### config.mk
export PLATFORM = sky130hd
export DESIGN_NAME = ssc_sys_ctrl
export DESIGN_NICKNAME = d
export VERILOG_FILES = /design/src/verilog/ssc_pkg.sv /design/src/verilog/ssc_sys_ctrl.sv /design/src/verilog/ssc_power_seq.sv
export SDC_FILE = /design/constraint.sdc
export NUM_CORES = 1
export LEC_CHECK = 0
export ABC_AREA = 1
export BUFFER_PORTS_ARGS = -buffer_cell sky130_fd_sc_hd__clkbuf_2
export CAP_MARGIN = 20
export CORE_MARGIN = 1
export CORE_UTILIZATION = 40
export CTS_BUF_LIST = sky130_fd_sc_hd__clkbuf_2 sky130_fd_sc_hd__clkbuf_4 sky130_fd_sc_hd__clkbuf_8
export CTS_CLUSTER_DIAMETER = 150
export DETAILED_ROUTE_END_ITERATION = 8
export GPL_ROUTABILITY_DRIVEN = 0
export GPL_TIMING_DRIVEN = 0
export PLACE_DENSITY_LB_ADDON = 0.15
export SLEW_MARGIN = 25
export SYNTH_ARGS = -nofsm -noshare
export SYNTH_HDL_FRONTEND = slang
export SYNTH_SLANG_ARGS = --single-unit
### constraint.sdc
create_clock -name clk_i -period 1.94 [get_ports clk_i]
set_input_delay 0.388 -clock clk_i [delete_from_list [all_inputs] [get_ports clk_i]]
set_output_delay 0.388 -clock clk_i [all_outputs]
set_load 0.005 [all_outputs]
### src/verilog/ssc_pkg.sv
// package of constants for the socket system control low bits
package ssc_pkg;

    // ------------------------------------------------------------
    // sockets and access
    // ------------------------------------------------------------
    localparam int          NUM_SOCKETS        = 2;
    localparam int          DATA_W             = 32;
    localparam logic [0:0]  GLOBAL_FUNC        = 1'h0;

    // ------------------------------------------------------------
    // bit positions inside the system control register
    // ------------------------------------------------------------
    localparam int          BIT_WAKE_SHARE_SEL = 0;
    localparam int          BIT_CLK_STOP_INH   = 1;
    localparam int          BIT_RSVD_RW3       = 3;
    localparam int          BIT_PARITY_REPORT  = 4;
    localparam int          BIT_ID_LOCK        = 5;
    localparam int          BIT_IDLE_GATING    = 6;
    localparam int          BIT_RSVD_RO7       = 7;
    localparam int          BIT_PROBE_ACTIVE   = 8;
    localparam int          BIT_PWR_DOWN_WAIT  = 9;
    localparam int          BIT_PWR_UP_WAIT    = 10;
    localparam int          BIT_PWR_STREAM     = 11;

    // ------------------------------------------------------------
    // reset values of the writable bits
    // ------------------------------------------------------------
    localparam logic        RST_WAKE_SHARE_SEL = 1'h0;
    localparam logic        RST_CLK_STOP_INH   = 1'h0;
    localparam logic        RST_RSVD_RW3       = 1'h0;
    localparam logic        RST_PARITY_REPORT  = 1'h0;
    localparam logic        RST_ID_LOCK        = 1'h1;
    localparam logic        RST_IDLE_GATING    = 1'h0;

    // ------------------------------------------------------------
    // timing: settling delays after a power stream
    // ------------------------------------------------------------
    localparam int          CLK_PERIOD_NS      = 10;
    localparam int          PWR_UP_DELAY_US    = 100;
    localparam int          PWR_DOWN_DELAY_US  = 50;
    localparam int          PWR_UP_CYCLES      = (PWR_UP_DELAY_US * 1000) / CLK_PERIOD_NS;
    localparam int          PWR_DOWN_CYCLES    = (PWR_DOWN_DELAY_US * 1000) / CLK_PERIOD_NS;
    localparam int          DELAY_CNT_W        = 24;

    // ------------------------------------------------------------
    // power sequence states
    // ------------------------------------------------------------
    typedef enum logic [1:0] {
        PS_IDLE,
        PS_STREAM,
        PS_WAIT_UP,
        PS_WAIT_DOWN
    } ssc_pwr_state_t;

endpackage

### src/verilog/ssc_sys_ctrl.sv
// system control register low bits for a two-socket card bridge
//
// Behaviour
// - power stream busy bit 11 holds from request until stream and delay end
// - power up wait bit 10 set after up stream, cleared after up delay
// - power down wait bit 9 set after down stream, cleared after down delay
// - per-socket probe active bit 8 follows interrogation, resets to zero
// - bit 7 always reads zero
// - bit 6 set gates card machine clock when card present, idle, clock stopped
// - id lock bit 5, reset one, makes identity registers read-only
// - card parity errors raise serr only while bit 4 is one
// - bit 1 set blocks clock stopping by both clock-run protocols
// - bit 0 clear shares ring indicate and wake event on one terminal
// - shared terminal with both enabled carries ring indicate only
// - bit 0 set puts only wake event on the terminal
// - global bits are one copy reached only through function 0
`timescale 1ns/1ps
module ssc_sys_ctrl #(
    parameter int UP_CYCLES   = ssc_pkg::PWR_UP_CYCLES,
    parameter int DOWN_CYCLES = ssc_pkg::PWR_DOWN_CYCLES
) (
    // clock and reset
    input  wire logic                               clk_i,
    input  wire logic                               arst_n_i,
    // configuration access to this register
    input  wire logic                               cfg_wr_i,
    input  wire logic                               cfg_rd_i,
    input  wire logic                               cfg_func_i,
    input  wire logic [1:0]                         cfg_be_i,
    input  wire logic [ssc_pkg::DATA_W-1:0]         cfg_wdata_i,
    output logic [ssc_pkg::DATA_W-1:0]              cfg_rdata_o,
    output logic                                    cfg_rvalid_o,
    // power switch serializer events
    input  wire logic                               pwr_req_i,
    input  wire logic                               pwr_up_i,
    input  wire logic                               stream_done_i,
    // per-socket card state
    input  wire logic [ssc_pkg::NUM_SOCKETS-1:0]    probe_start_i,
    input  wire logic [ssc_pkg::NUM_SOCKETS-1:0]    probe_done_i,
    input  wire logic [ssc_pkg::NUM_SOCKETS-1:0]    card_present_i,
    input  wire logic [ssc_pkg::NUM_SOCKETS-1:0]    card_idle_i,
    input  wire logic [ssc_pkg::NUM_SOCKETS-1:0]    card_clk_stopped_i,
    input  wire logic [ssc_pkg::NUM_SOCKETS-1:0]    card_parity_err_i,
    input  wire logic [ssc_pkg::NUM_SOCKETS-1:0]    ring_indicate_i,
    input  wire logic [ssc_pkg::NUM_SOCKETS-1:0]    ring_en_i,
    input  wire logic [ssc_pkg::NUM_SOCKETS-1:0]    pme_i,
    input  wire logic [ssc_pkg::NUM_SOCKETS-1:0]    pme_en_i,
    // control outputs
    output logic [ssc_pkg::NUM_SOCKETS-1:0]         card_sm_clk_en_o,
    output logic [ssc_pkg::NUM_SOCKETS-1:0]         wake_pin_o,
    output logic                                    id_regs_wr_en_o,
    output logic                                    serr_req_o,
    output logic                                    clock_stop_inhibit_o,
    // status flags
    output logic                                    power_stream_busy_o,
    output logic                                    power_up_wait_o,
    output logic                                    power_down_wait_o,
    output logic [ssc_pkg::NUM_SOCKETS-1:0]         card_probe_active_o
);

    // global control bits, one copy
    logic                               id_lock;
    logic                               card_parity_report_en;
    logic                               clock_stop_inhibit;
    logic                               next_id_lock;
    logic                               next_card_parity_report_en;
    logic                               next_clock_stop_inhibit;
    // per-function control bits
    logic [ssc_pkg::NUM_SOCKETS-1:0]    idle_clock_gating_en;
    logic [ssc_pkg::NUM_SOCKETS-1:0]    rsvd_rw3;
    logic [ssc_pkg::NUM_SOCKETS-1:0]    wake_pin_share_sel;
    logic [ssc_pkg::NUM_SOCKETS-1:0]    next_idle_clock_gating_en;
    logic [ssc_pkg::NUM_SOCKETS-1:0]    next_rsvd_rw3;
    logic [ssc_pkg::NUM_SOCKETS-1:0]    next_wake_pin_share_sel;
    logic [ssc_pkg::NUM_SOCKETS-1:0]    next_probe;
    logic [ssc_pkg::NUM_SOCKETS-1:0]    next_clk_en;
    logic [ssc_pkg::NUM_SOCKETS-1:0]    next_wake;
    logic [ssc_pkg::DATA_W-1:0]         next_rdata;
    logic                               wr_lo;
    logic                               wr_global;

    // global copy is only reachable from function 0
    function automatic logic is_global_func(input logic func);
        return func == ssc_pkg::GLOBAL_FUNC;
    endfunction

    // ------------------------------------------------------------
    // power stream tracker
    // ------------------------------------------------------------
    ssc_power_seq #(
        .UP_CYCLES   (UP_CYCLES),
        .DOWN_CYCLES (DOWN_CYCLES)
    ) u_power_seq (
        .clk_i               (clk_i),
        .arst_n_i            (arst_n_i),
        .pwr_req_i           (pwr_req_i),
        .pwr_up_i            (pwr_up_i),
        .stream_done_i       (stream_done_i),
        .power_stream_busy_o (power_stream_busy_o),
        .power_up_wait_o     (power_up_wait_o),
        .power_down_wait_o   (power_down_wait_o)
    );

    // ------------------------------------------------------------
    // writable bits; only byte lane 0 holds any of them
    // ------------------------------------------------------------
    assign wr_lo     = cfg_wr_i & cfg_be_i[0];
    assign wr_global = wr_lo & is_global_func(cfg_func_i);

    always_comb begin
        next_id_lock               = id_lock;
        next_card_parity_report_en = card_parity_report_en;
        next_clock_stop_inhibit    = clock_stop_inhibit;
        if (wr_global) begin
            next_id_lock               = cfg_wdata_i[ssc_pkg::BIT_ID_LOCK];
            next_card_parity_report_en = cfg_wdata_i[ssc_pkg::BIT_PARITY_REPORT];
            next_clock_stop_inhibit    = cfg_wdata_i[ssc_pkg::BIT_CLK_STOP_INH];
        end
    end

    always_ff @(posedge clk_i or negedge arst_n_i) begin
        if (!arst_n_i) begin
            id_lock               <= ssc_pkg::RST_ID_LOCK;
            card_parity_report_en <= ssc_pkg::RST_PARITY_REPORT;
            clock_stop_inhibit    <= ssc_pkg::RST_CLK_STOP_INH;
        end else begin
            id_lock               <= next_id_lock;
            card_parity_report_en <= next_card_parity_report_en;
            clock_stop_inhibit    <= next_clock_stop_inhibit;
        end
    end

    // ------------------------------------------------------------
    // per-socket bits and socket-side outputs
    // ------------------------------------------------------------
    for (genvar s = 0; s < ssc_pkg::NUM_SOCKETS; s++) begin : g_sock
        logic sel_wr;
        assign sel_wr = wr_lo & (cfg_func_i == 1'(s));

        always_comb begin
            next_idle_clock_gating_en[s] = idle_clock_gating_en[s];
            // reserved bit simply stored; software keeps its reset value
            next_rsvd_rw3[s]             = rsvd_rw3[s];
            next_wake_pin_share_sel[s]   = wake_pin_share_sel[s];
            if (sel_wr) begin
                next_idle_clock_gating_en[s] = cfg_wdata_i[ssc_pkg::BIT_IDLE_GATING];
                next_rsvd_rw3[s]             = cfg_wdata_i[ssc_pkg::BIT_RSVD_RW3];
                next_wake_pin_share_sel[s]   = cfg_wdata_i[ssc_pkg::BIT_WAKE_SHARE_SEL];
            end
            // probe flag, start wins over done
            next_probe[s] = probe_start_i[s] | (card_probe_active_o[s] & ~probe_done_i[s]);
            next_clk_en[s] = ~(idle_clock_gating_en[s] & card_present_i[s]
                               & card_idle_i[s] & card_clk_stopped_i[s]);
            // ring indicate wins when both enabled and bit 0 is clear
            if (wake_pin_share_sel[s]) begin
                next_wake[s] = pme_en_i[s] & pme_i[s];
            end else if (ring_en_i[s]) begin
                next_wake[s] = ring_indicate_i[s];
            end else begin
                next_wake[s] = pme_en_i[s] & pme_i[s];
            end
        end

        always_ff @(posedge clk_i or negedge arst_n_i) begin
            if (!arst_n_i) begin
                idle_clock_gating_en[s] <= ssc_pkg::RST_IDLE_GATING;
                rsvd_rw3[s]             <= ssc_pkg::RST_RSVD_RW3;
                wake_pin_share_sel[s]   <= ssc_pkg::RST_WAKE_SHARE_SEL;
                card_probe_active_o[s]  <= 1'b0;
                card_sm_clk_en_o[s]     <= 1'b1;
                wake_pin_o[s]           <= 1'b0;
            end else begin
                idle_clock_gating_en[s] <= next_idle_clock_gating_en[s];
                rsvd_rw3[s]             <= next_rsvd_rw3[s];
                wake_pin_o[s]           <= next_wake[s];
                wake_pin_share_sel[s]   <= next_wake_pin_share_sel[s];
                card_probe_active_o[s]  <= next_probe[s];
                card_sm_clk_en_o[s]     <= next_clk_en[s];
            end
        end
    end

    // ------------------------------------------------------------
    // read path: answer one cycle after the strobe
    // ------------------------------------------------------------
    always_comb begin
        next_rdata = '0;
        next_rdata[ssc_pkg::BIT_RSVD_RO7]       = 1'b0;
        next_rdata[ssc_pkg::BIT_PROBE_ACTIVE]   = card_probe_active_o[cfg_func_i];
        next_rdata[ssc_pkg::BIT_IDLE_GATING]    = idle_clock_gating_en[cfg_func_i];
        next_rdata[ssc_pkg::BIT_RSVD_RW3]       = rsvd_rw3[cfg_func_i];
        next_rdata[ssc_pkg::BIT_WAKE_SHARE_SEL] = wake_pin_share_sel[cfg_func_i];
        // global bits read zero from function 1
        if (is_global_func(cfg_func_i)) begin
            next_rdata[ssc_pkg::BIT_PWR_STREAM]    = power_stream_busy_o;
            next_rdata[ssc_pkg::BIT_PWR_UP_WAIT]   = power_up_wait_o;
            next_rdata[ssc_pkg::BIT_PWR_DOWN_WAIT] = power_down_wait_o;
            next_rdata[ssc_pkg::BIT_ID_LOCK]       = id_lock;
            next_rdata[ssc_pkg::BIT_PARITY_REPORT] = card_parity_report_en;
            next_rdata[ssc_pkg::BIT_CLK_STOP_INH]  = clock_stop_inhibit;
        end
    end

    // ------------------------------------------------------------
    // registered control outputs and read answer
    // ------------------------------------------------------------
    always_ff @(posedge clk_i or negedge arst_n_i) begin
        if (!arst_n_i) begin
            cfg_rdata_o          <= '0;
            cfg_rvalid_o         <= 1'b0;
            id_regs_wr_en_o      <= 1'b0;
            serr_req_o           <= 1'b0;
            clock_stop_inhibit_o <= 1'b0;
        end else begin
            cfg_rdata_o          <= cfg_rd_i ? next_rdata : '0;
            cfg_rvalid_o         <= cfg_rd_i;
            id_regs_wr_en_o      <= ~id_lock;
            serr_req_o           <= card_parity_report_en & (|card_parity_err_i);
            clock_stop_inhibit_o <= clock_stop_inhibit;
        end
    end

endmodule

### src/verilog/ssc_power_seq.sv
// power stream progress and settling delay tracker
`timescale 1ns/1ps
module ssc_power_seq #(
    parameter int UP_CYCLES   = ssc_pkg::PWR_UP_CYCLES,
    parameter int DOWN_CYCLES = ssc_pkg::PWR_DOWN_CYCLES
) (
    // clock and reset
    input  wire logic clk_i,
    input  wire logic arst_n_i,
    // serializer events
    input  wire logic pwr_req_i,
    input  wire logic pwr_up_i,
    input  wire logic stream_done_i,
    // status flags
    output logic      power_stream_busy_o,
    output logic      power_up_wait_o,
    output logic      power_down_wait_o
);

    ssc_pkg::ssc_pwr_state_t              state;
    ssc_pkg::ssc_pwr_state_t              next_state;
    logic [ssc_pkg::DELAY_CNT_W-1:0]      cnt;
    logic [ssc_pkg::DELAY_CNT_W-1:0]      next_cnt;
    logic                                 dir_up;
    logic                                 next_dir_up;

    // ------------------------------------------------------------
    // sequence: stream, then settle, then idle
    // ------------------------------------------------------------
    always_comb begin
        next_state  = state;
        next_cnt    = cnt;
        next_dir_up = dir_up;
        case (state)
            ssc_pkg::PS_IDLE: begin
                if (pwr_req_i) begin
                    next_state  = ssc_pkg::PS_STREAM;
                    next_dir_up = pwr_up_i;
                end
            end
            ssc_pkg::PS_STREAM: begin
                // a new request mid-stream is taken by the serializer, not here
                if (stream_done_i) begin
                    if (dir_up) begin
                        next_state = ssc_pkg::PS_WAIT_UP;
                        next_cnt   = ssc_pkg::DELAY_CNT_W'(UP_CYCLES - 1);
                    end else begin
                        next_state = ssc_pkg::PS_WAIT_DOWN;
                        next_cnt   = ssc_pkg::DELAY_CNT_W'(DOWN_CYCLES - 1);
                    end
                end
            end
            ssc_pkg::PS_WAIT_UP, ssc_pkg::PS_WAIT_DOWN: begin
                if (cnt == '0) begin
                    next_state = ssc_pkg::PS_IDLE;
                end else begin
                    next_cnt = cnt - 1'b1;
                end
            end
            default: begin
                next_state = ssc_pkg::PS_IDLE;
            end
        endcase
    end

    always_ff @(posedge clk_i or negedge arst_n_i) begin
        if (!arst_n_i) begin
            state  <= ssc_pkg::PS_IDLE;
            cnt    <= '0;
            dir_up <= 1'b0;
        end else begin
            state  <= next_state;
            cnt    <= next_cnt;
            dir_up <= next_dir_up;
        end
    end

    // ------------------------------------------------------------
    // flags registered from the next state so they track it exactly
    // ------------------------------------------------------------
    always_ff @(posedge clk_i or negedge arst_n_i) begin
        if (!arst_n_i) begin
            power_stream_busy_o <= 1'b0;
            power_up_wait_o     <= 1'b0;
            power_down_wait_o   <= 1'b0;
        end else begin
            power_stream_busy_o <= (next_state != ssc_pkg::PS_IDLE);
            power_up_wait_o     <= (next_state == ssc_pkg::PS_WAIT_UP);
            power_down_wait_o   <= (next_state == ssc_pkg::PS_WAIT_DOWN);
        end
    end

endmodule

* Word-level counts from Yosys, hierarchy flattened *
Index checks and enable logic that the tools add are counted.
Widths: inputs -> output; s select.

cells by class
  $add $sub $neg = 1
  $lt $le $gt $ge = 1
  equal/unequal tests = 7
  multiplexer cells = 25
  bitwise logic cells = 22
  reductions and logical operators = 8

operator list
  operator               number
  $mux 24                2
  $pmux 24 s2            1
  $logic_not 24->1       1
  $sub 24x1->24 const B  1
  $and 1x1->1            14
  $mux 1                 14
  $mux 14                1
  $mux 12                1
  $eq 2x2->1 const B     4
  $mux 2                 4
  $not 1->1              6
  $pmux 2 s3             1
  $ne 2x2->1 const B     2
  $reduce_bool 2->1      2
  $reduce_or 2->1        2
  $mux 3                 1
  $reduce_and 3->1       1
  $eq 2x1->1 const B     1
  $logic_not 2->1        1
  $lt 1x2->1 const B     1
  $or 1x1->1             2
  $reduce_and 2->1       1

storage, ports and cells
  register bits = 61
  input port bits = 62

* Logic depth before layout (Yosys ltp) *
Gate-level depths: netlist of run 1.

  depth after elaboration = 4
  mapped depth = 12

* Cells and area by module *
A second synthesis of run 1 with hierarchy kept.

second synthesis, totals
  cell total of the unflattened synthesis = 403
  area, all modules = 3169.3 µm²

by module, submodules not included
  module         instances  cells each  area an instance (µm²)  sequential area each (µm²)
  ssc_power_seq  1          273         1856.8                  750.7
  ssc_sys_ctrl   1          130         1312.5                  729.4

* Least setup slack after synthesis of run 1 *
No wires, ideal clock.

  path kind = reg2reg
  from = register u_power_seq.cnt[0] (netlist bit)
  to = register u_power_seq.cnt[22] (netlist bit)
  arrival = 1.354 ns
  required time = 1.823 ns
  path slack = 0.469 ns
  cell stages (with the launch flop) = 13
  buffers on the path = 1
  period minus slack after synthesis = 1.471 ns
  path through = dfrtp_1 -> inv_1 -> ha_1 -> nand2_1 -> inv_1 -> nand2_1 -> nor2_2 -> nand3_4 -> nand2_4 -> inv_6 -> buf_8 -> nand3_2 -> nand2_1

on the way
  longest elaborated chain between the ends = 3

ends and longest elaborated chain
  item                                                      RTL line                                  text
  start, declared                                           ssc_power_seq.sv:22                       logic [ssc_pkg::DELAY_CNT_W-1:0] cnt;
  start signal, assigned                                    ssc_power_seq.sv:73                       cnt <= next_cnt;
  $sub 24x1->24 / $logic_not 24->1 (equally long branches)  ssc_power_seq.sv:57, ssc_power_seq.sv:54
  $mux 24 / $ne 2x2->1 (equally long branches)              --
  $pmux 24 s2 / $reduce_and 3->1 (equally long branches)    --

Several ways; a longest one is shown, not always the timed one. The select of a mux whose other input is x is not followed.
A chain may end at the register's enable or synchronous reset.

* Worst setup path in the final report of run 1 *
Same ends and word-level chain as after synthesis.

==> results of run 1 <==
==> synth_stat cells, types with 3 or more instances <==
cell | n | area, sq um
a21oi_1 | 9 | 45.0
o21ai_2 | 10 | 87.6
dfrtp_1 | 56 | 1400
o21ai_0 | 14 | 70.1
nor2_2 | 6 | 37.5
dfstp_2 | 3 | 78.8
buf_4 | 24 | 180
o21ai_1 | 7 | 35.0
nor2_1 | 53 | 199
o21bai_1 | 3 | 22.5
nand2_1 | 94 | 353
inv_1 | 45 | 169
nand4_1 | 15 | 93.8
nand3_1 | 25 | 125
nor2_4 | 4 | 45.0
xor2_1 | 4 | 35.0
==> power by group <==
| part | total (W) | internal [W] | leakage, nW | switching [W] |
|---|---|---|---|---|
| Sequential | 0.00170 | 0.00149 | 0.720 | 0.000213 |
| Combinational | 0.00122 | 0.000478 | 1.29 | 0.000738 |
| Clock | 0.00115 | 0.000601 | 0.0962 | 0.000545 |
==> path summary, 6_finish.rpt <==
kind / end / start / cells past startpoint / slack, ns
min in group asynchronous: clock_stop_inhibit_o$_DFF_PN0_ / arst_n_i / 2 / 0.51
max reg2reg: u_power_seq.cnt[22]$_DFFE_PN0P_ / u_power_seq.cnt[0]$_DFFE_PN0P_ / 9 / 0.27
max: u_power_seq.cnt[22]$_DFFE_PN0P_ / u_power_seq.cnt[0]$_DFFE_PN0P_ / 9 / 0.27
min: card_sm_clk_en_o[1]$_DFF_PN1_ / card_present_i[1] / 2 / 0.20
min reg2reg: clock_stop_inhibit_o$_DFF_PN0_ / clock_stop_inhibit$_DFFE_PN0P_ / 0 / 0.39
max in group asynchronous: id_lock$_DFFE_PN1P_ / arst_n_i / 3 / 0.86
==> through the flow <==
stage / total power [W] / std cells / cell area [sq um] / setup WS, ns
global placement: 0.00291 / 573 / 3650 / 0.139
finish: 0.00407 / 591 / 3890 / 0.266
global route: 0.00438 / 591 / 3890 / 0.0816
detailed placement: 0.00295 / 574 / 3680 / 0.269
CTS: 0.00411 / 591 / 3890 / 0.251
floorplan: 0.00262 / 414 / 3240 / 0.469
==> per-layer routing <==
metal / wire (um) / global-route usage (%)
met2: 3260 / 29.4
met4: 148 / 8.47
met5: 0 / 0
met1: 3140 / 23.1
met3: 213 / 2.78
==> kinds of logic after synthesis <==
kind of cell | Yosys count | synth area share, %
muxes | 1 | 0.356
adders and majority gates | 2 | 0.791
DFF | 59 | 46.8
AOI/OAI and AO/OA | 44 | 8.46
and+or+nand+nor | 205 | 29.3
other | 1 | 0.119
xor gates and xnor gates | 4 | 1.11
buffers and inverters | 77 | 13.1
==> repair_timing <==
item,4_1_cts,5_1_grt
gates resized for setup,0,0
hold buffers,1,0
hold endpoints to repair,22,0
==> sequential cells by signal, summed over array words and instances, names as in the netlist, 2 cells and up <==
signal                cells
u_power_seq.cnt          24
cfg_rdata_o              10
card_probe_active_o       2
card_sm_clk_en_o          2
idle_clock_gating_en      2
rsvd_rw3                  2
u_power_seq.state         2
wake_pin_o                2
wake_pin_share_sel        2
==> cell type report <==
cell class	instances	area (sq um)
clock buffer	9	124
sequential	59	1480
fill	796	3800
inverter	47	181
buffer	30	231
tap	102	128
timing repair buffer	59	318
clock inverter	7	76.3
multi-input combinational	278	1350
==> critical path, cell delays in order, from the launching register on <==
cell	delay [ns]
dfrtp_1	0.36
inv_1	0.15
ha_1	0.27
nand2_1	0.17
nor2_2	0.26
nand3_1	0.12
nand2_1	0.08
nand2_1	0.06
nand3_2	0.05
nand2_1	0.04
==> out/metrics.csv, run 1 <==
metric,value,unit
Post-CTS Setup Bufs,0,
RSZ-0062 raised after global routing,no,
All-Layer GR Usage,17.9,%
DR vias/cell,4.57,
Sum Neg Setup Slack,0,ns
Starting Density,41.1,%
Tmin final,1.67,ns
worst min path class,input pin to flop,
Final ANT Viol Nets,0,
crit share post-route,86.3,%
required time worst endpoint,2.18,ns
Post-Syn Area,0.00316,sq mm
number of synthesized flops with an enable pin,0,
final wirelength,6.76,mm
Worst Path Arrival,1.91,ns
total number of vias,2701,
IO buf count,57,
# nets final,548,
"Avg Cell Area, Syn",8.05,sq um
Leak Pwr,2.11,nW
WHS,0.201,ns
Max clock buf depth,2,
row cnt,32,
die width,90.9,um
Die ar.,0.00827,sq mm
core box area,0.00769,sq mm
Top Ports,107,
first-pass GRT wire length,11.7,mm
drt wl/cell,11.4,um
most frequent cells in the layout,"94 x nand2_1, 56 x dfrtp_1, 56 x clkbuf_2",
Clock Skew,0.00760,ns
CP max FO,5,
Synth warnings,0,
Post-synth ARST share,100,%
HPWL after DPL,5.07,mm
number of global-route vias before repair,2507,
sequential area share after synthesis,46.8,%
initial antenna violation count,0,
final setup vio count,0,
Synth cell types,32,
Yosys reg bits,59,
CTS tree,done,
Iteration-0 DRC Markers,150,
H-tree levels,3,
max_cap viols,0,
Clock Pin Slew Worst Setup and Hold Paths,0.08,ns
PwrDens,1050,mW/mm^2
crit path kind,flop to flop,
status,"finished, final reports clean",
TritonCTS Sinks,59,
prevailing post-synth register cell,dfrtp_1,
Fmax,0.597,GHz
"commonest non-fill, non-tap cell in the layout",nand2_1,
insertion delay to the later sink of the worst-skew pair,0.34,ns
worst vdd ir,362,uV
final core utilization,50.6,%
TritonCTS buffer count,9,
total grt overflow,0,
DRC,0,
largest net degree at the start of global routing,38,
CTS Root Cell,clkbuf_8,
Pins Over Slew Limit,0,
Die Ht,90.9,um
first-pass iteration count of the detailed router,4,
Area Overhead vs Synth,22.9,%
startpoint types,flop,
Cells after Synth,393,
share of cells above drive strength 1,27.6,%
CP Capture Type,flop,
n_diodes,0,
count of final hold-check violations,0,
No activity file was read; power rests on OpenSTA's default activity.
==> run 2, diff against run 1 <==
GPL_TIMING_DRIVEN = default   (was 0)
==> run 2 against run 1 <==
The run now ends with negative hold slack left. Die area stayed put. Clock-buffer cell count is 1 higher. Final cell count is 4.4% lower. First-iteration DRC count is 47% lower. Utilization is 2.7 points lower. Routed wire length is 5.5% lower. Via count is 4.7% lower. Critical path depth is 2 higher. Power is 1.1% lower. Worst hold slack worse by 0.20 ns. Clock power hardly changed. Sequential power hardly changed. Largest power group unchanged. Highest routed layer unchanged.
==> out/metrics.csv, run 2 (synthesis gave the netlist of run 1 again) <==
metric,value,unit,change
largest net degree at the start of global routing,29,,was 38
Worst Path Arrival,1.90,ns,was 1.91 ns
Hold Buf Count CTS,0,,was 1
first-pass iteration count of the detailed router,4,,unchanged
H-tree levels,3,,unchanged
sequential standard cell area,0.00148,sq mm,unchanged
insertion delay to the later sink of the worst-skew pair,0.34,ns,about the same
total number of vias,2573,,was 2701
RSZ-0062 raised after global routing,no,,unchanged
PwrDens,1090,mW/mm^2,was 1050 mW/mm^2
Design Power,0.00402,W,was 0.00407 W
register with the most flip-flops,u_power_seq.cnt,,unchanged
TritonCTS Sinks,59,,unchanged
Most Crowded Layer GR,met2,,unchanged
worst reg-to-reg setup slack,0.26,ns,was 0.27 ns
DR vias/cell,4.55,,was 4.57
fill count,788,,was 796
# nets final,522,,was 548
die width,90.9,um,unchanged
Tmin final,1.68,ns,was 1.67 ns
Final ANT Viol Nets,0,,unchanged
Die ar.,0.00827,sq mm,unchanged
Multi-input gate area,0.00135,sq mm,unchanged
most frequent cells in the layout,"94 x nand2_1, 57 x clkbuf_2, 56 x dfrtp_1",,"was 94 x nand2_1, 56 x dfrtp_1, 56 x clkbuf_2"
Area Overhead vs Synth,16.5,%,was 22.9%
Fmax,0.593,GHz,was 0.597 GHz
TritonCTS buffer count,9,,unchanged
Clock Pin Slew Worst Setup and Hold Paths,0.07,ns,was 0.08 ns
Die Ht,90.9,um,unchanged
final setup vio count,0,,unchanged
share of cells above drive strength 1,24.0,%,was 27.6%
row cnt,32,,unchanged
Iteration-0 DRC Markers,79,,was 150
Clock Skew,0.00888,ns,was 0.00760 ns
Top Ports,107,,unchanged
WHS,-0.00306,ns,was 0.201 ns
worst vdd ir,399,uV,was 362 uV
required time worst endpoint,2.16,ns,was 2.18 ns
crit share post-route,86.9,%,was 86.3%
startpoint types,flop,,unchanged
drt wl/cell,11.3,um,was 11.4 um
core box area,0.00769,sq mm,unchanged
IO buf count,57,,unchanged
Sum Neg Setup Slack,0,ns,unchanged
total grt overflow,0,,unchanged
CTS tree,done,,unchanged
DRC,0,,unchanged
"commonest non-fill, non-tap cell in the layout",nand2_1,,unchanged
All-Layer GR Usage,16.8,%,was 17.9%
Starting Density,41.1,%,unchanged
initial antenna violation count,0,,unchanged
largest registers,"u_power_seq.cnt x24, cfg_rdata_o x10",,unchanged
Post-CTS Setup Bufs,0,,unchanged
Max clock buf depth,2,,unchanged
met1 usage,22.5,%,was 23.1%
failing checks,negative hold slack,,
number of global-route vias before repair,2359,,was 2507
Leak Pwr,1.96,nW,was 2.11 nW
HPWL after DPL,4.76,mm,was 5.07 mm
first-pass GRT wire length,10.9,mm,was 11.7 mm
status,"finished, violations left",,"was finished, final reports clean"
max_cap viols,0,,unchanged
n_diodes,0,,unchanged
crit path kind,flop to flop,,unchanged
CP max FO,28,,was 5
count of final hold-check violations,11,,was 0
GRT met2 Usage,26.3,%,was 29.4%
final wirelength,6.39,mm,was 6.76 mm
Pins Over Slew Limit,0,,unchanged
worst min path class,input pin to async pin,,was input pin to flop
Largest register FFs,24,,unchanged
CP Capture Type,flop,,unchanged
GRT met3 Usage,3.37,%,was 2.78%
Post-CTS Resized,0,,unchanged
CTS Root Cell,clkbuf_8,,unchanged
==> run 2: layout make-up <==
class,instances,share of cell area (%)
inverters,47,4.93
clock inverters,6,1.77
clock buffers,10,3.74
well taps,102,3.46
repair buffers,63,9.31
multi-input cells,278,36.6
flip-flops and latches,59,40.2
==> run 2: worst paths after layout <==
kind	cells after the start	from	endpoint
worst max register to register	11	u_power_seq.cnt[0]$_DFFE_PN0P_	u_power_seq.cnt[0]$_DFFE_PN0P_
max in group asynchronous	2	arst_n_i	u_power_seq.cnt[14]$_DFFE_PN0P_
worst max-delay path	11	u_power_seq.cnt[0]$_DFFE_PN0P_	u_power_seq.cnt[0]$_DFFE_PN0P_
worst min-delay path	1	arst_n_i	card_parity_report_en$_DFFE_PN0P_
min in group clk_i	2	card_present_i[1]	card_sm_clk_en_o[1]$_DFF_PN1_
worst min register to register	0	clock_stop_inhibit$_DFFE_PN0P_	clock_stop_inhibit_o$_DFF_PN0_
==> run 2: stage by stage <==
step / std cells / instance area, sq um / utilization [%] / hold slack [ns] / worst slack [ns]
finish: 565 / 3680 / 47.9 / -0.00306 / 0.255
global route: 565 / 3680 / 47.9 / 0.0190 / 0.112
CTS: 565 / 3680 / 47.9 / 0.00229 / 0.226
detailed placement: 549 / 3480 / 45.3 / 0.362 / 0.239
global placement: 549 / 3480 / 45.3 / 0.356 / 0.250
floorplan: 414 / 3240 / - / 0.0924 / 0.469
==> run 2: power breakdown <==
group | internal (W) | total, W | leakage, nW | switching, W
Combinational | 0.000450 | 0.00117 | 1.15 | 0.000723
Sequential | 0.00149 | 0.00171 | 0.720 | 0.000224
Clock | 0.000625 | 0.00113 | 0.0905 | 0.000510
==> run 2: layer usage <==
metal | vias to the layer above | routed length, um | part of all wire, %
met3 | 11 | 210 | 3.3
met5 | - | 0 | 0
li1 | 1331 | - | -
met4 | 0 | 119 | 1.9
met1 | 1183 | 3130 | 49
met2 | 48 | 2930 | 46
==> run 2: critical path, stage by stage (launching register included) <==
cell and delay (ns):
dfrtp_1 0.36, inv_1 0.14, ha_1 0.17, nand2_1 0.05, inv_1 0.05, nand2_1 0.06
nor2_2 0.13, nand3_4 0.10, nand2_4 0.18, inv_6 0.15, o21ai_0 0.13, o21ai_2 0.07
==> run 3, diff against run 2 <==
CORE_ASPECT_RATIO = 2   (was default)
==> run 3 against run 2 <==
The flow now finishes without violations. Sequential share of layout area is essentially flat. Routed wire length increased by 7.3%. Combinational power is essentially flat. Final cell count shrank 1.9%. Power is 4.2% higher. Global-route usage up 1.0 points. Clock power rose by 14%.
==> out/metrics.csv, run 3 (synthesis gave the netlist of run 1 again) <==
metric,value,unit,change
RSZ-0062 raised after global routing,no,,unchanged
Top Ports,107,,unchanged
TritonCTS Sinks,59,,unchanged
DR vias/cell,4.74,,was 4.55
critical path launch point,u_power_seq.cnt[0]$_DFFE_PN0P_,,unchanged
final wirelength,6.86,mm,was 6.39 mm
Leak Pwr,1.98,nW,was 1.96 nW
insertion delay to the later sink of the worst-skew pair,0.35,ns,was 0.34 ns
Area Overhead vs Synth,16.4,%,was 16.5%
CP Capture Type,flop,,unchanged
CP max FO,5,,was 28
n_diodes,0,,unchanged
first-pass iteration count of the detailed router,4,,unchanged
Tmin final,1.69,ns,was 1.68 ns
Hold Buf Count CTS,0,,unchanged
TritonCTS buffer count,9,,unchanged
largest net degree at the start of global routing,60,,was 29
Clock Pin Slew Worst Setup and Hold Paths,0.07,ns,about the same
Starting Density,41.6,%,was 41.1%
CTS tree,done,,unchanged
worst reg-to-reg setup slack,0.25,ns,was 0.26 ns
count of final hold-check violations,0,,was 11
CP Capture Point,u_power_seq.cnt[10]$_DFFE_PN0P_,,was u_power_seq.cnt[0]$_DFFE_PN0P_
Design Power,0.00419,W,was 0.00402 W
r2r endpoint,u_power_seq.cnt[10]$_DFFE_PN0P_,,was u_power_seq.cnt[0]$_DFFE_PN0P_
Largest register FFs,24,,unchanged
required time worst endpoint,2.17,ns,was 2.16 ns
worst vdd ir,549,uV,was 399 uV
max_cap viols,0,,unchanged
register with the most flip-flops,u_power_seq.cnt,,unchanged
PwrDens,1140,mW/mm^2,was 1090 mW/mm^2
die width,64.9,um,was 90.9 um
Sum Neg Setup Slack,0,ns,unchanged
Iteration-0 DRC Markers,192,,was 79
largest registers,"u_power_seq.cnt x24, cfg_rdata_o x10",,unchanged
worst min path class,input pin to async pin,,unchanged
All-Layer GR Usage,17.9,%,was 16.8%
drt wl/cell,12.4,um,was 11.3 um
Fmax,0.591,GHz,was 0.593 GHz
startpoint types,flop,,unchanged
crit path kind,flop to flop,,unchanged
total number of vias,2625,,was 2573
core box area,0.00760,sq mm,was 0.00769 sq mm
final setup vio count,0,,unchanged
Final ANT Viol Nets,0,,unchanged
Pins Over Slew Limit,0,,unchanged
Post-CTS Resized,0,,unchanged
PnR worst setup slack,0.249,ns,was 0.255 ns
initial antenna violation count,0,,unchanged
"commonest non-fill, non-tap cell in the layout",nand2_1,,unchanged
CTS Root Cell,clkbuf_8,,unchanged
Die Ht,128,um,was 90.9 um
R2R Path Start,u_power_seq.cnt[0]$_DFFE_PN0P_,,unchanged
pre-CTS WS,0.260,ns,was 0.239 ns
share of cells above drive strength 1,23.5,%,was 24.0%
Max clock buf depth,2,,unchanged
# nets final,520,,was 522
HPWL after DPL,5.02,mm,was 4.76 mm
Die ar.,0.00829,sq mm,was 0.00827 sq mm
row cnt,45,,was 32
Clock Skew,0.00689,ns,was 0.00888 ns
IO buf count,57,,unchanged
H-tree levels,3,,unchanged
Worst R2R Path Depth,9,,was 11
Post-CTS Setup Bufs,0,,unchanged
number of global-route vias before repair,2433,,was 2359
total grt overflow,0,,unchanged
status,"finished, final reports clean",,"was finished, violations left"
WHS,0.0372,ns,was -0.00306 ns
first-pass GRT wire length,11.0,mm,was 10.9 mm
most frequent cells in the layout,"94 x nand2_1, 57 x clkbuf_2, 56 x dfrtp_1",,unchanged
Worst Path Arrival,1.92,ns,was 1.90 ns
crit share post-route,87.2,%,was 86.9%
DRC,0,,unchanged
run 3: cell type report:
| type | instances | area (sq um) |
|---|---|---|
| Timing Repair Buffer | 61 | 328 |
| Sequential cell | 59 | 1480 |
| Tap cell | 94 | 118 |
| Clock inverter | 4 | 73.8 |
| Fill cell | 781 | 3920 |
| Inverter | 47 | 181 |
| Clock buffer | 11 | 151 |
| Multi-Input combinational cell | 278 | 1350 |
run 3: routing by layer:
metal	track usage (%)	routed length [um]
met1	16.9	2550
met5	0	0
met3	3.47	277
met4	10.6	108
met2	33.9	3920
run 3: worst min-delay path by stage:
stage / startpoint / to
after global placement: clock_stop_inhibit$_DFFE_PN0P_ / clock_stop_inhibit_o$_DFF_PN0_
after CTS: arst_n_i / u_power_seq.cnt[7]$_DFFE_PN0P_
after detailed placement: clock_stop_inhibit$_DFFE_PN0P_ / clock_stop_inhibit_o$_DFF_PN0_
after floorplan: arst_n_i / card_parity_report_en$_DFFE_PN0P_
after global routing: arst_n_i / u_power_seq.cnt[11]$_DFFE_PN0P_
final: arst_n_i / u_power_seq.cnt[14]$_DFFE_PN0P_
run 3: worst max-delay path, cell delays in order, from the launching register on:
cell and delay (ns):
dfrtp_1 0.36, inv_1 0.14, ha_1 0.27, nand2_1 0.16, nor2_2 0.28, nand2_1 0.08
nand2_1 0.07, nand3_1 0.07, nand2_1 0.09, o21ai_2 0.05
run 3: metrics by stage:
stage                     cells  util [%]  instance area (sq um)
final                       554      48.4                   3680
after global routing        554      48.4                   3680
after CTS                   554      48.4                   3680
after detailed placement    539      45.5                   3460
after global placement      539      45.5                   3460
after floorplan             414         -                   3240
run 3: where the power goes:
| group | total (W) | internal (W) | switching [W] | leakage (nW) |
|---|---|---|---|---|
| logic | 0.00119 | 0.000448 | 0.000738 | 1.14 |
| clock network | 0.00129 | 0.000786 | 0.000504 | 0.115 |
| registers | 0.00171 | 0.00149 | 0.000222 | 0.720 |
